## config.mk

```make
export PLATFORM = sky130hd
export DESIGN_NAME = sfhi_front_end
export DESIGN_NICKNAME = d
export VERILOG_FILES = /design/src/include/sfhi_pkg.sv /design/src/rtl/sfhi_front_end.sv
export SDC_FILE = /design/constraint.sdc
export NUM_CORES = 1
export LEC_CHECK = 0
export ABC_AREA = 1
export BUFFER_PORTS_ARGS = -buffer_cell sky130_fd_sc_hd__buf_2
export CORE_MARGIN = 5
export CORE_UTILIZATION = 30
export CTS_CLUSTER_SIZE = 10
export DETAILED_ROUTE_END_ITERATION = 7
export SYNTH_ARGS = -nofsm -noshare
export SYNTH_HDL_FRONTEND = slang
export SYNTH_SLANG_ARGS = --single-unit
```

## constraint.sdc

```tcl
create_clock -name sys_clk -period 2 [get_ports sys_clk]
set_clock_uncertainty 0.1 [all_clocks]
set_input_delay 0.1 -clock sys_clk [delete_from_list [all_inputs] [get_ports sys_clk]]
set_output_delay 0.1 -clock sys_clk [all_outputs]
set_load 0.005 [all_outputs]
```

## src/include/sfhi_pkg.sv

```systemverilog
// Constants, types and functional notes for the serial flash host front end
// Functional notes
// - Select high deselects, goes to standby, serial output released to high impedance.
// - While deselected, serial input activity is ignored entirely.
// - Select falling starts each operation, select rising ends it.
// - Standby after select rise waits until the self-timed operation completes.
// - Command, address and write bits are captured on serial clock rising edges.
// - Serial output changes to the next bit on serial clock falling edges.
// - One serial input carries opcode, address and data alike.
// - Works with host clock mode 0 or mode 3.
// - Main array is 4096 pages of 512 or 528 bytes, selectable.
// - Two page-sized buffers; one may fill while the array programs.
// - Program and erase timing is internal, needing no serial clocks.
// - Erase units are page, 4 KB block, 128 KB sector and whole chip.
// - 128-byte security register: 64 bytes user area, 64 bytes fixed identifier.
// - 8-bit opcode then address follow select fall, all most significant bit first.
package sfhi_pkg;
	localparam int OPCODE_BITS = 8;
	localparam int ADDR_BITS = 24;
	localparam int HEADER_BITS = OPCODE_BITS + ADDR_BITS;
	localparam int PAGE_COUNT = 4096;
	localparam int PAGE_BITS = 12;
	localparam int OFFSET_BITS = 10;
	localparam int PAGE_BYTES_STD = 512;
	localparam int PAGE_BYTES_EXT = 528;
	localparam int BLOCK_BYTES = 4096;
	localparam int SECTOR_BYTES = 131072;
	localparam int PAGES_PER_BLOCK_LOG2 = 3;
	localparam int PAGES_PER_SECTOR_LOG2 = 8;
	localparam int BLOCK_BITS = PAGE_BITS - PAGES_PER_BLOCK_LOG2;
	localparam int SECTOR_BITS = PAGE_BITS - PAGES_PER_SECTOR_LOG2;
	localparam int SEC_REG_BYTES = 128;
	localparam int SEC_USER_BYTES = 64;
	localparam int SEC_ID_BYTES = 64;
	localparam int BUFFER_COUNT = 2;
	localparam int HOST_SCK_MAX_MHZ = 66;
	localparam int SYS_CLK_MHZ = 50;
	localparam logic [9:0] LAST_STD = 10'h1ff;
	localparam logic [9:0] LAST_EXT = 10'h20f;
	localparam logic [2:0] SYNC_IDLE = 3'h7;

	typedef enum logic [1:0] {ST_DESEL, ST_HEADER, ST_DATA} sfhi_state_e;

	// Operation handed to the program, erase and buffer engines
	typedef struct packed {
		logic [OPCODE_BITS-1:0] opcode;
		logic [ADDR_BITS-1:0] addr;
		logic [PAGE_BITS-1:0] page;
		logic [OFFSET_BITS-1:0] offset;
		logic [BLOCK_BITS-1:0] block;
		logic [SECTOR_BITS-1:0] sector;
		logic secUser;
		logic [6:0] secOffset;
	} sfhi_cmd_s;

	// Synchronised pin levels: select, clock, data
	typedef struct packed {
		logic csN;
		logic sck;
		logic si;
	} sfhi_pins_s;
endpackage

```

## src/rtl/sfhi_front_end.sv

```systemverilog
// Serial flash host front end: pin sampling, framing, shifting, engine hand-off
`timescale 1ns/1ns
module sfhi_front_end (
	input wire logic sys_clk,
	input wire logic rst_n,
	input wire logic csN,
	input wire logic sck,
	input wire logic si,
	output logic soOut,
	output logic soOe_n,
	input wire logic pageSize528,
	input wire logic engineBusy,
	input wire logic [7:0] rdByte,
	output logic cmdValid,
	output sfhi_pkg::sfhi_cmd_s cmd,
	output logic wrValid,
	output logic [7:0] wrByte,
	output logic [9:0] wrOffset,
	output logic rdReq,
	output logic frameStart,
	output logic frameEnd,
	output logic standby
);
	sfhi_pkg::sfhi_pins_s sync1, sync2, last;
	sfhi_pkg::sfhi_pins_s next_sync1, next_sync2, next_last;
	sfhi_pkg::sfhi_state_e state, next_state;
	sfhi_pkg::sfhi_cmd_s next_cmd;
	logic [sfhi_pkg::HEADER_BITS-1:0] header, next_header;
	logic [5:0] bitCnt, next_bitCnt;
	logic [7:0] inShift, next_inShift;
	logic [7:0] outShift, next_outShift;
	logic loadPend, next_loadPend;
	logic [9:0] offset, next_offset;
	logic next_soOut, next_soOe_n, next_cmdValid, next_wrValid, next_rdReq;
	logic [7:0] next_wrByte;
	logic [9:0] next_wrOffset;
	logic next_frameStart, next_frameEnd, next_standby;
	logic sckRise, sckFall, csFall, csRise;
	logic [9:0] lastOffset;
	logic [sfhi_pkg::HEADER_BITS-1:0] fullHeader;
	sfhi_pkg::sfhi_cmd_s hdrCmd;
	logic [sfhi_pkg::PAGE_BITS-1:0] hdrPage;
	logic [sfhi_pkg::OFFSET_BITS-1:0] hdrOffset;

	// Two-stage synchronisers; only the second stage feeds logic
	// Each serial clock phase must span three system clocks to be seen
	always_comb begin
		next_sync1 = '{csN: csN, sck: sck, si: si};
		next_sync2 = sync1;
		next_last = sync2;
	end

	always_ff @(posedge sys_clk) begin
		if (!rst_n) begin
			sync1 <= sfhi_pkg::SYNC_IDLE;
			sync2 <= sfhi_pkg::SYNC_IDLE;
			last <= sfhi_pkg::SYNC_IDLE;
		end else begin
			sync1 <= next_sync1;
			sync2 <= next_sync2;
			last <= next_last;
		end
	end

	// Edges are taken from the idle-agnostic level history
	assign sckRise = sync2.sck && !last.sck;
	assign sckFall = !sync2.sck && last.sck;
	assign csFall = !sync2.csN && last.csN;
	assign csRise = sync2.csN && !last.csN;
	assign lastOffset = pageSize528 ? sfhi_pkg::LAST_EXT : sfhi_pkg::LAST_STD;
	assign fullHeader = {header[sfhi_pkg::HEADER_BITS-2:0], sync2.si};

	// The wider page keeps one more offset bit, so the page field slides by one
	always_comb begin
		if (pageSize528) begin
			hdrPage = fullHeader[sfhi_pkg::OFFSET_BITS +: sfhi_pkg::PAGE_BITS];
			hdrOffset = fullHeader[sfhi_pkg::OFFSET_BITS-1:0];
		end else begin
			hdrPage = fullHeader[sfhi_pkg::OFFSET_BITS-1 +: sfhi_pkg::PAGE_BITS];
			hdrOffset = {1'b0, fullHeader[sfhi_pkg::OFFSET_BITS-2:0]};
		end
	end

	// Operation record offered to the engines when the last header bit arrives
	always_comb begin
		hdrCmd.opcode = fullHeader[sfhi_pkg::HEADER_BITS-1 -: sfhi_pkg::OPCODE_BITS];
		hdrCmd.addr = fullHeader[sfhi_pkg::ADDR_BITS-1:0];
		hdrCmd.page = hdrPage;
		hdrCmd.offset = hdrOffset;
		hdrCmd.block = hdrPage[sfhi_pkg::PAGE_BITS-1:sfhi_pkg::PAGES_PER_BLOCK_LOG2];
		hdrCmd.sector = hdrPage[sfhi_pkg::PAGE_BITS-1:sfhi_pkg::PAGES_PER_SECTOR_LOG2];
		hdrCmd.secUser = fullHeader[6:0] < 7'(sfhi_pkg::SEC_USER_BYTES);
		hdrCmd.secOffset = fullHeader[6:0];
	end

	always_comb begin
		next_state = state;
		next_header = header;
		next_bitCnt = bitCnt;
		next_inShift = inShift;
		next_outShift = outShift;
		next_loadPend = 1'b0;
		next_offset = offset;
		next_soOut = soOut;
		next_soOe_n = soOe_n;
		next_cmd = cmd;
		next_cmdValid = 1'b0;
		next_wrValid = 1'b0;
		next_wrByte = wrByte;
		next_wrOffset = wrOffset;
		next_rdReq = 1'b0;
		next_frameStart = 1'b0;
		next_frameEnd = 1'b0;
		// Engine owns self-timed work; standby only once it is idle
		next_standby = (state == sfhi_pkg::ST_DESEL) && !engineBusy;
		if (loadPend) begin
			next_outShift = rdByte;
		end
		case (state)
			sfhi_pkg::ST_DESEL: begin
				next_soOe_n = 1'b1;
				// Clock and data ignored until select falls
				if (csFall) begin
					next_state = sfhi_pkg::ST_HEADER;
					next_bitCnt = 6'h00;
					next_frameStart = 1'b1;
				end
			end
			sfhi_pkg::ST_HEADER: begin
				if (csRise) begin
					next_state = sfhi_pkg::ST_DESEL;
					next_frameEnd = 1'b1;
					next_soOe_n = 1'b1;
				end else if (sckRise) begin
					next_header = fullHeader;
					next_bitCnt = bitCnt + 6'h01;
					if (bitCnt == 6'(sfhi_pkg::HEADER_BITS - 1)) begin
						next_state = sfhi_pkg::ST_DATA;
						next_bitCnt = 6'h00;
						next_cmdValid = 1'b1;
						next_cmd = hdrCmd;
						next_offset = hdrOffset;
						// Engine answers on the next clock, well before the first falling edge
						next_rdReq = 1'b1;
						next_loadPend = 1'b1;
					end
				end
			end
			sfhi_pkg::ST_DATA: begin
				// Driven through the whole data phase; opcodes are not decoded here
				next_soOe_n = 1'b0;
				if (csRise) begin
					next_state = sfhi_pkg::ST_DESEL;
					next_frameEnd = 1'b1;
					next_soOe_n = 1'b1;
				end else if (sckRise) begin
					next_inShift = {inShift[6:0], sync2.si};
					next_bitCnt = 6'({3'h0, bitCnt[2:0] + 3'h1});
					if (bitCnt[2:0] == 3'h7) begin
						next_wrValid = 1'b1;
						next_wrByte = {inShift[6:0], sync2.si};
						next_wrOffset = offset;
						// Buffer pointer wraps at the page end
						next_offset = (offset == lastOffset) ? 10'h000 : offset + 10'h001;
						next_rdReq = 1'b1;
						next_loadPend = 1'b1;
					end
				end else if (sckFall) begin
					next_soOut = outShift[7];
					next_outShift = {outShift[6:0], 1'b0};
				end
			end
			default: begin
				next_state = sfhi_pkg::ST_DESEL;
				next_soOe_n = 1'b1;
			end
		endcase
	end

	always_ff @(posedge sys_clk) begin
		if (!rst_n) begin
			state <= sfhi_pkg::ST_DESEL;
			header <= '0;
			bitCnt <= 6'h00;
			inShift <= 8'h00;
			outShift <= 8'h00;
			loadPend <= 1'b0;
			offset <= 10'h000;
			soOut <= 1'b0;
			soOe_n <= 1'b1;
			cmd <= '0;
			cmdValid <= 1'b0;
			wrValid <= 1'b0;
			wrByte <= 8'h00;
			wrOffset <= 10'h000;
			rdReq <= 1'b0;
			frameStart <= 1'b0;
			frameEnd <= 1'b0;
			standby <= 1'b0;
		end else begin
			state <= next_state;
			header <= next_header;
			bitCnt <= next_bitCnt;
			inShift <= next_inShift;
			outShift <= next_outShift;
			loadPend <= next_loadPend;
			offset <= next_offset;
			soOut <= next_soOut;
			soOe_n <= next_soOe_n;
			cmd <= next_cmd;
			cmdValid <= next_cmdValid;
			wrValid <= next_wrValid;
			wrByte <= next_wrByte;
			wrOffset <= next_wrOffset;
			rdReq <= next_rdReq;
			frameStart <= next_frameStart;
			frameEnd <= next_frameEnd;
			standby <= next_standby;
		end
	end
endmodule // sfhi_front_end

```

==> results of run 1 <==
-- cell type report --
class / instances / share of cell area
well taps: 265 / 0.0449
inverters: 71 / 0.0363
multi-input cells: 490 / 0.324
clock buffers: 18 / 0.0595
repair buffers: 148 / 0.120
clock inverters: 13 / 0.0252
flip-flops and latches: 144 / 0.390
-- timing repair --
action | in CTS | in global routing
endpoints found under the hold margin | 14 | 0
gates resized for setup | 0 | 3
endpoints found under the setup margin | 0 | 39
buffers inserted | 0 | 0
hold buffers | 13 | 0
-- metal layers --
metal,global-route usage,routed length [microns]
met1,0.183,7120
met2,0.201,6610
met3,0.0449,893
met4,0.0417,194
met5,0,0
-- per-stage QoR --
step	TNS, ns	cells
floorplan	0	777
global placement	0	1105
detailed placement	0	1105
CTS	0	1149
global route	-0.0158	1149
finish	0	1149
-- state kept, by name (all words and copies together) (netlist names), 6 cells and up --
register and count:
wrOffset 10, cmd 46, header 31, offset 10
inShift 7, bitCnt 6, wrByte 8, outShift 8
-- Yosys cell counts, drive strengths merged --
| cell type | number |
|---|---|
| nor4 | 2 |
| nand3b | 2 |
| mux2i | 1 |
| ha | 7 |
| o21ai | 115 |
| inv | 70 |
| nor2 | 85 |
| nand3 | 56 |
| o22ai | 1 |
| dfxtp | 144 |
| a211oi | 4 |
| buf | 53 |
| or2 | 6 |
| nand2 | 115 |
| clkbuf | 19 |
| nand4 | 3 |
| xor2 | 3 |
| clkinv | 1 |
| nor3 | 4 |
| a21oi | 86 |
-- worst max-delay path by stage --
stage / cells after the start / start / to
floorplan: 10 / state[0] / bitCnt[5]
global route: 8 / state[0] / offset[3]
CTS: 9 / state[1] / cmd[66]
detailed placement: 9 / state[1] / cmd[66]
global placement: 9 / state[1] / cmd[66]
finish: 8 / state[0] / offset[5]
-- worst max-delay path: stages (launching register included) --
cell and delay (ns):
dfxtp_1 0.36, inv_1 0.10, ha_1 0.30, nor2_1 0.24
o21ai_2 0.13, inv_2 0.11, nand3_4 0.18, nor2_1 0.17
a21oi_1 0.08
-- cell families after synthesis --
family                     Yosys count  synth area share
xor gates and xnor gates             3           0.00442
adders and majority gates            7            0.0147
buffers and inverters              143             0.116
muxes                                1           0.00168
DFF                                144             0.484
AOI/OAI and AO/OA                  206             0.179
and+or+nand+nor                    273             0.201
-- where the power goes --
group          switching (W)  internal, W  leakage, nW
sequential          0.000107      0.00299         1.16
combinational       0.000678     0.000358         1.84
clock                0.00124      0.00212        0.307
total                0.00202      0.00547         3.31
==> impl_metrics.py, run 1 <==
metrics = {
    "clock_network": {
        "ctsLongestPathBuffers": 2,
        "worst_skew_pair.late_latency_ns": 0.42,
        "cts.sinks": 144,
        "clk_pin_slew_ns": 0.06,
        "htree_num_levels": 4,
        "numCtsBuffers": 17,
        "cts_tree": "yes",
        "cts-root-buf": "clkbuf_16",
    },
    "setup_path": {
        "cp-end-kind": "flip-flop",
        "critical_path_required_ns": 2.20,
        "reg2reg_depth": 8,
        "r2r_slack_ns": 0.12,
        "arrival_ns": 2.08,
        "worstSetupStartpointType": "flip-flop",
        "cp_max_fo": 17,
        "reg2reg_from": "state[0]",
        "worst-setup-path-type": "reg -> reg",
        "r2r-end": "offset[5]",
    },
    "detailed_routing": {
        "vias": 5175,
        "drtIter0Drc": 254,
        "final_antenna_net_count": 0,
        "drcViolationCount": 0,
        "post_drt_wl_per_cell_microns": 12.9,
        "via_per_inst": 4.50,
        "routed_wirelength_mm": 14.8,
        "first_pass_iters": 5,
    },
    "die": {
        "initial_core_util": 0.305,
        "die_h_microns": 151,
        "die_w_microns": 151,
        "num_rows": 51,
        "die_area_sq_um": 22800,
        "io_pins": 116,
        "fp.coreArea_sq_um": 19500,
    },
    "final_layout": {
        "design_area_sq_um": 7390,
        "area_delta_synth_final_pct": 24.1,
        "layout-drive-gt1-share": 0.224,
        "multiInputGateArea_sq_um": 2390,
        "fillCellCount": 2046,
        "layout_common_cells": "dfxtp_1 (144), nand2_1 (114), buf_2 (114), a21oi_1 (86), nor2_1 (78)",
        "n_antenna_cell": 0,
        "seq_area_sq_um": 2880,
        "final_common_cell": "dfxtp_1",
        "nets": 894,
        "final_util": 0.378,
    },
    "power_and_ir_drop": {
        "power_density_nw_per_um2": 1010,
        "leakage_nw": 3.31,
        "peakVddDrop_v": 0.000726,
        "power_w": 0.00750,
    },
    "placement": {
        "placed_area_sq_um": 6620,
        "portBuffers": 115,
        "hpwl_mm": 10.1,
        "place_congestion": 0.830,
        "post-place-ws_ns": 0.0255,
    },
    "yosys": {
        "syn_area_sq_um": 5950,
        "synthTopCellsByArea": "dfxtp_1 (48%), a21oi_1 (7.2%), nand2_1 (7.2%)",
        "synth_cells": 777,
        "synth_top_area_cell": "dfxtp_1",
        "synth_cell_types": 32,
        "syn_area_per_cell_sq_um": 7.66,
        "ys_seq_area_frac": 0.484,
        "syn_nets": 799,
        "yosysWarnings": 0,
        "synth_top_cell_area_share": 0.484,
        "ys_ff_latch": 144,
    },
    "global_route": {
        "track_usage": 0.134,
        "grt_pass1_vias": 4856,
        "grt_max_degree": 38,
        "grt_first_pass_wirelength_mm": 24.4,
        "antenna_found_initial": 0,
        "grt_overflow": 0,
    },
    "timing": {
        "max_freq_mhz": 532,
        "hold_viol": 0,
        "finalWorstSetupSlack_ns": 0.121,
        "fin_crit_sh": 0.940,
        "whs_ns": 0.197,
        "maxSlewViolCount": 0,
        "worst_pin_slew_ns": 0.482,
        "period_minus_slack_ns": 1.88,
        "maxSlewHeadroom": 0.678,
        "finalSetupViolCount": 0,
    },
    "run": {
        "drv_cap": 0,
    },
    "worst_hold_path": {
        "hold_path_depth": 4,
        "min_to": "cmd[30]",
        "min-delay-start": "pageSize528",
        "min_path_type": "in -> reg",
    },
    "outcome": {
        "outcome": "finished, final reports clean",
    },
}
Power figures use the tool's default switching activity.
==> run 2, diff against run 1 <==
- CORE_UTILIZATION: 30 -> 55
- PLACE_DENSITY: default -> 0.8
==> impl_metrics.py, run 2 (synthesized netlist as in run 1, its figures left out) <==
metrics = {
    "die": {
        "die_h_microns": 114,
        "initial_core_util": 0.554,
        "die_w_microns": 114,
        "die_area_sq_um": 13000,
        "io_pins": 116,
        "num_rows": 38,
        "fp.coreArea_sq_um": 10700,
    },
    "clock_network": {
        "htree_num_levels": 4,
        "clk_pin_slew_ns": 0.06,
        "cts-root-buf": "clkbuf_8",
        "post-cts-setup-buffers": 0,
        "cts_tree": "yes",
        "numCtsBuffers": 17,
        "worst_skew_pair.late_latency_ns": 0.52,
        "cts.sinks": 144,
        "ctsLongestPathBuffers": 2,
    },
    "timing": {
        "finalSetupTns_ns": 0,
        "max_freq_mhz": 535,
        "rsz0062_at_grt": "false",
        "worst_pin_slew_ns": 0.520,
        "period_minus_slack_ns": 1.87,
        "fin_crit_sh": 0.934,
        "hold_viol": 0,
        "maxSlewViolCount": 0,
        "finalSetupViolCount": 0,
        "maxSlewHeadroom": 0.653,
    },
    "final_layout": {
        "biggestRegsByFlops": "cmd x46, header x31",
        "nets": 891,
        "regMostFlops": "cmd",
        "layout-drive-gt1-share": 0.222,
        "n_antenna_cell": 0,
        "layout_common_cells": "dfxtp_1 (144), nand2_1 (114), buf_2 (114), a21oi_1 (86), nor2_1 (78)",
        "final_common_cell": "dfxtp_1",
        "area_delta_synth_final_pct": 20.8,
        "largest_reg_flops": 46,
    },
    "global_route": {
        "grtUsageMet1": 0.290,
        "busiest_layer": "met2",
        "grt_overflow": 0,
        "grt_first_pass_wirelength_mm": 23.6,
        "use_met2": 0.358,
        "met3_usage": 0.0477,
        "antenna_found_initial": 0,
        "track_usage": 0.222,
        "grt_pass1_vias": 4934,
        "grt_max_degree": 86,
    },
    "detailed_routing": {
        "routed_wirelength_mm": 14.5,
        "final_antenna_net_count": 0,
        "via_per_inst": 5.18,
        "vias": 5288,
        "drtIter0Drc": 395,
        "post_drt_wl_per_cell_microns": 14.2,
        "drcViolationCount": 0,
        "first_pass_iters": 5,
    },
    "setup_path": {
        "arrival_ns": 2.20,
        "cp-end-kind": "flip-flop",
        "crit_slowest_cell": "dfxtp_1",
        "cp_max_fo": 20,
        "critPathMaxStageDelay_ns": 0.36,
        "worstSetupStartpointType": "flip-flop",
        "worst-setup-path-type": "reg -> reg",
        "cp_cell_sequence": "ha_1 > nand3_1 > nor2_2 > nand3_2 > inv_6 > buf_12 > o21ai_1 > a21oi_1",
        "critical_path_required_ns": 2.33,
    },
    "outcome": {
        "outcome": "finished, final reports clean",
    },
    "placement": {
        "place_congestion": 0.873,
        "hpwl_mm": 8.99,
        "portBuffers": 115,
    },
    "run": {
        "drv_cap": 0,
    },
    "power_and_ir_drop": {
        "peakVddDrop_v": 0.000583,
        "power_w": 0.00734,
        "leakage_nw": 3.27,
        "power_density_nw_per_um2": 1020,
    },
    "worst_hold_path": {
        "min_path_type": "in -> reg",
    },
}
==> run 2: final cells by class <==
class                           count  area (sq um)
Tap cell                          140           175
Clock buffer                       17           414
Timing Repair Buffer              145           873
Sequential cell                   144          2880
Clock inverter                     14           180
Inverter                           71           272
Multi-Input combinational cell    490          2390
Fill cell                         903          3550
==> run 2: through the flow <==
| stage | instance area, sq um | instances | hold WS (ns) | setup slack [ns] | utilization |
|---|---|---|---|---|---|
| global route | 7190 | 1021 | 0.107 | 0.00677 | 0.669 |
| detailed placement | 6450 | 977 | 0.169 | 0.0869 | 0.600 |
| finish | 7190 | 1021 | 0.107 | 0.131 | 0.669 |
| global placement | 6450 | 977 | 0.165 | 0.0967 | 0.600 |
| floorplan | 5950 | 777 | 0.0793 | 0.295 | - |
| CTS | 7170 | 1021 | 0.0814 | 0.0126 | 0.668 |
==> run 2: report_power, final <==
part           switching [W]  leakage (nW)  internal [W]  total [W]
combinational       0.000679          1.82      0.000367    0.00105
clock                0.00128         0.291       0.00192    0.00319
sequential          0.000105          1.16       0.00299    0.00310
total                0.00206          3.27       0.00528    0.00734
==> run 2: repair_timing <==
action,CTS,global route
setup endpoints to repair,0,48
hold buffers,13,0
endpoints found under the hold margin,36,0
gates resized for setup,0,5
==> run 2: critical path, delay by kind of cell (launching register included) <==
kind                       cells  cell delay, ns
DFF                            1            0.36
AOI/OAI and AO/OA              2            0.22
buffers and inverters          2            0.37
adders and majority gates      1            0.18
and+or+nand+nor                3            0.55
==> run 2: path summary, 6_finish.rpt <==
kind / slack [ns] / depth (start not counted) / startpoint / end
hold / removal: 0.11 / 4 / pageSize528 / cmd[30]
setup / recovery: 0.13 / 8 / bitCnt[1] / cmd[43]
setup reg to reg: 0.13 / 8 / bitCnt[1] / cmd[43]
hold reg to reg: 0.31 / 1 / next_sync2[1] / next_last[1]
==> run 2: per-layer routing <==
metal / up-vias / wire length [microns]
li1: 2704 / -
met1: 2400 / 6600
met2: 155 / 6800
met3: 29 / 749
met4: 0 / 341
met5: - / 0
==> run 3, diff against run 2 <==
- ABC_AREA: 1 -> default
- CTS_CLUSTER_SIZE: 10 -> 8
==> impl_metrics.py, run 3 <==
metrics = {
    "detailed_routing": {
        "routed_wirelength_mm": 13.8,
        "post_drt_wl_per_cell_microns": 14.4,
        "drtIter0Drc": 447,
        "via_per_inst": 5.46,
        "drcViolationCount": 0,
        "final_antenna_net_count": 0,
        "first_pass_iters": 5,
        "vias": 5206,
    },
    "run": {
        "drv_cap": 0,
    },
    "yosys": {
        "yosysMostFrequentCell": "nand2_1",
        "ys_ff_latch": 144,
        "ys_seq_area_frac": 0.484,
        "syn_area_per_cell_sq_um": 8.44,
        "synth_cells": 706,
        "synthTopCellsByArea": "dfxtp_1 (48%), nand2_1 (11%), a21oi_1 (7.9%)",
        "synth_cell_types": 53,
        "synth_top_area_cell": "dfxtp_1",
        "async_flop_share": 0,
        "ys_dominant_reg_cell": "dfxtp_1",
        "synth_commonest_cells": "nand2_1 (178), dfxtp_1 (144), a21oi_1 (94), nor2_1 (42), buf_4 (37)",
        "synth_edf_count": 0,
        "yosysWarnings": 0,
        "syn_area_sq_um": 5960,
        "synth_top_cell_area_share": 0.484,
        "syn_nets": 728,
    },
    "final_layout": {
        "layout_common_cells": "nand2_1 (178), dfxtp_1 (143), buf_2 (115), a21oi_1 (94), nor2_1 (41)",
        "final_util": 0.673,
        "nets": 825,
        "seq_area_sq_um": 2880,
        "biggestRegsByFlops": "cmd x46, header x31",
        "n_antenna_cell": 0,
        "area_delta_synth_final_pct": 21.4,
        "fillCellCount": 836,
        "layout-drive-gt1-share": 0.229,
        "final_common_cell": "nand2_1",
        "largest_reg_flops": 46,
        "multiInputGateArea_sq_um": 2600,
        "regMostFlops": "cmd",
    },
    "clock_network": {
        "cts.sinks": 144,
        "cts_tree": "yes",
        "ctsLongestPathBuffers": 2,
        "numCtsBuffers": 17,
        "clk_pin_slew_ns": 0.06,
        "post-cts-setup-buffers": 0,
        "htree_num_levels": 4,
        "worst_skew_pair.late_latency_ns": 0.52,
        "cts-root-buf": "clkbuf_8",
    },
    "power_and_ir_drop": {
        "power_w": 0.00596,
        "leakage_nw": 2.91,
        "power_density_nw_per_um2": 825,
        "peakVddDrop_v": 0.000482,
    },
    "worst_hold_path": {
        "min_path_type": "in -> reg",
        "hold_path_depth": 4,
    },
    "timing": {
        "maxSlewViolCount": 0,
        "worst_pin_slew_ns": 0.473,
        "period_minus_slack_ns": 1.95,
        "finalSetupViolCount": 0,
        "maxSlewHeadroom": 0.684,
        "finalSetupTns_ns": 0,
        "fin_crit_sh": 0.977,
        "finalWorstSetupSlack_ns": 0.0456,
        "max_freq_mhz": 512,
        "hold_viol": 0,
    },
    "die": {
        "initial_core_util": 0.554,
        "fp.coreArea_sq_um": 10700,
        "die_w_microns": 114,
        "num_rows": 38,
        "die_h_microns": 114,
        "io_pins": 116,
        "die_area_sq_um": 13000,
    },
    "global_route": {
        "grt_first_pass_wirelength_mm": 22.9,
        "track_usage": 0.216,
        "antenna_found_initial": 0,
        "grt_overflow": 0,
        "grt_pass1_vias": 4913,
        "grt_max_degree": 59,
    },
    "placement": {
        "hpwl_mm": 9.19,
        "post-place-ws_ns": -0.00852,
        "portBuffers": 115,
        "place_congestion": 0.846,
    },
    "setup_path": {
        "critical_path_required_ns": 2.30,
        "reg2reg_depth": 8,
        "cp_max_fo": 15,
        "worst-setup-path-type": "reg -> reg",
        "cp-end-kind": "flip-flop",
        "arrival_ns": 2.25,
        "worstSetupStartpointType": "flip-flop",
    },
    "outcome": {
        "outcome": "finished, final reports clean",
    },
}
run 3: cell count changes after synthesis, moves of 6 or more:
cell and delta:
a21oi_1 +8, inv_2 -8, mux2i_1 +32, nand3_1 -42
o21ai_0 -29, inv_1 -56, nand2_1 +64, o21ai_1 -75
a211oi_1 +19, nand4_1 +6, nand2b_1 +12, nor2_1 -36
run 3: final cells by class:
class                   instances  share of cell area
flip-flops and latches        144               0.399
multi-input cells             477               0.360
inverters                       7             0.00398
clock buffers                  23              0.0618
repair buffers                156               0.139
clock inverters                 7              0.0121
well taps                     140              0.0242
run 3: worst max-delay path: stages (launching register included):
cell	delay, ns
dfxtp_2	0.34
inv_1	0.10
ha_2	0.28
mux2_2	0.36
nand3_1	0.15
nor2_4	0.05
buf_12	0.15
a41oi_1	0.20
o22ai_1	0.11
run 3: cells by family (layout without fill, tap and decap cells):
| logic type | count (synthesis) | in the layout | share of synthesized area |
|---|---|---|---|
| multiplexers | 35 | 35 | 0.0592 |
| buffers and inverters | 85 | 193 | 0.0821 |
| flip-flops | 144 | 144 | 0.484 |
| adder cells (fa/ha/maj) | 7 | 7 | 0.0147 |
| AO/OA/AOI/OAI | 147 | 147 | 0.145 |
| AND/OR/NAND/NOR | 288 | 288 | 0.215 |
run 3: final timing paths:
check	start	to	slack, ns
worst max-delay path	state[0]	offset[9]	0.05
worst min-delay path	pageSize528	cmd[30]	0.03
worst max register to register	state[0]	offset[9]	0.05
worst min register to register	next_sync2[1]	next_last[1]	0.31
run 3: what timing repair did:
| item | CTS | global route |
|---|---|---|
| pin swaps | 0 | 0 |
| hold buffers | 17 | 0 |
| hold endpoints to repair | 31 | 0 |
| resized for setup | 1 | 8 |
| endpoints found under the setup margin | 3 | 27 |
run 3: per-layer routing:
layer | wire length (microns) | up-vias | GRT usage
met1 | 5810 | 2462 | 0.263
met3 | 909 | 22 | 0.0560
li1 | - | 2551 | -
met2 | 6840 | 171 | 0.364
met5 | 0 | - | 0
met4 | 219 | 0 | 0.0863
run 3: through the flow:
step           hold slack [ns]  instances  area (sq um)
4_1_cts                 0.0164        954          7210
2_1_floorplan           0.0724        706          5960
5_1_grt                 0.0363        954          7230
3_5_place_dp             0.173        907          6510
3_3_place_gp             0.158        907          6510
6_report                0.0323        954          7230
run 3: report_power, final:
group          internal (W)  switching, W
Combinational     0.0000766     0.0000992
Clock               0.00178       0.00112
Sequential          0.00288    0.00000723
Total               0.00474       0.00122
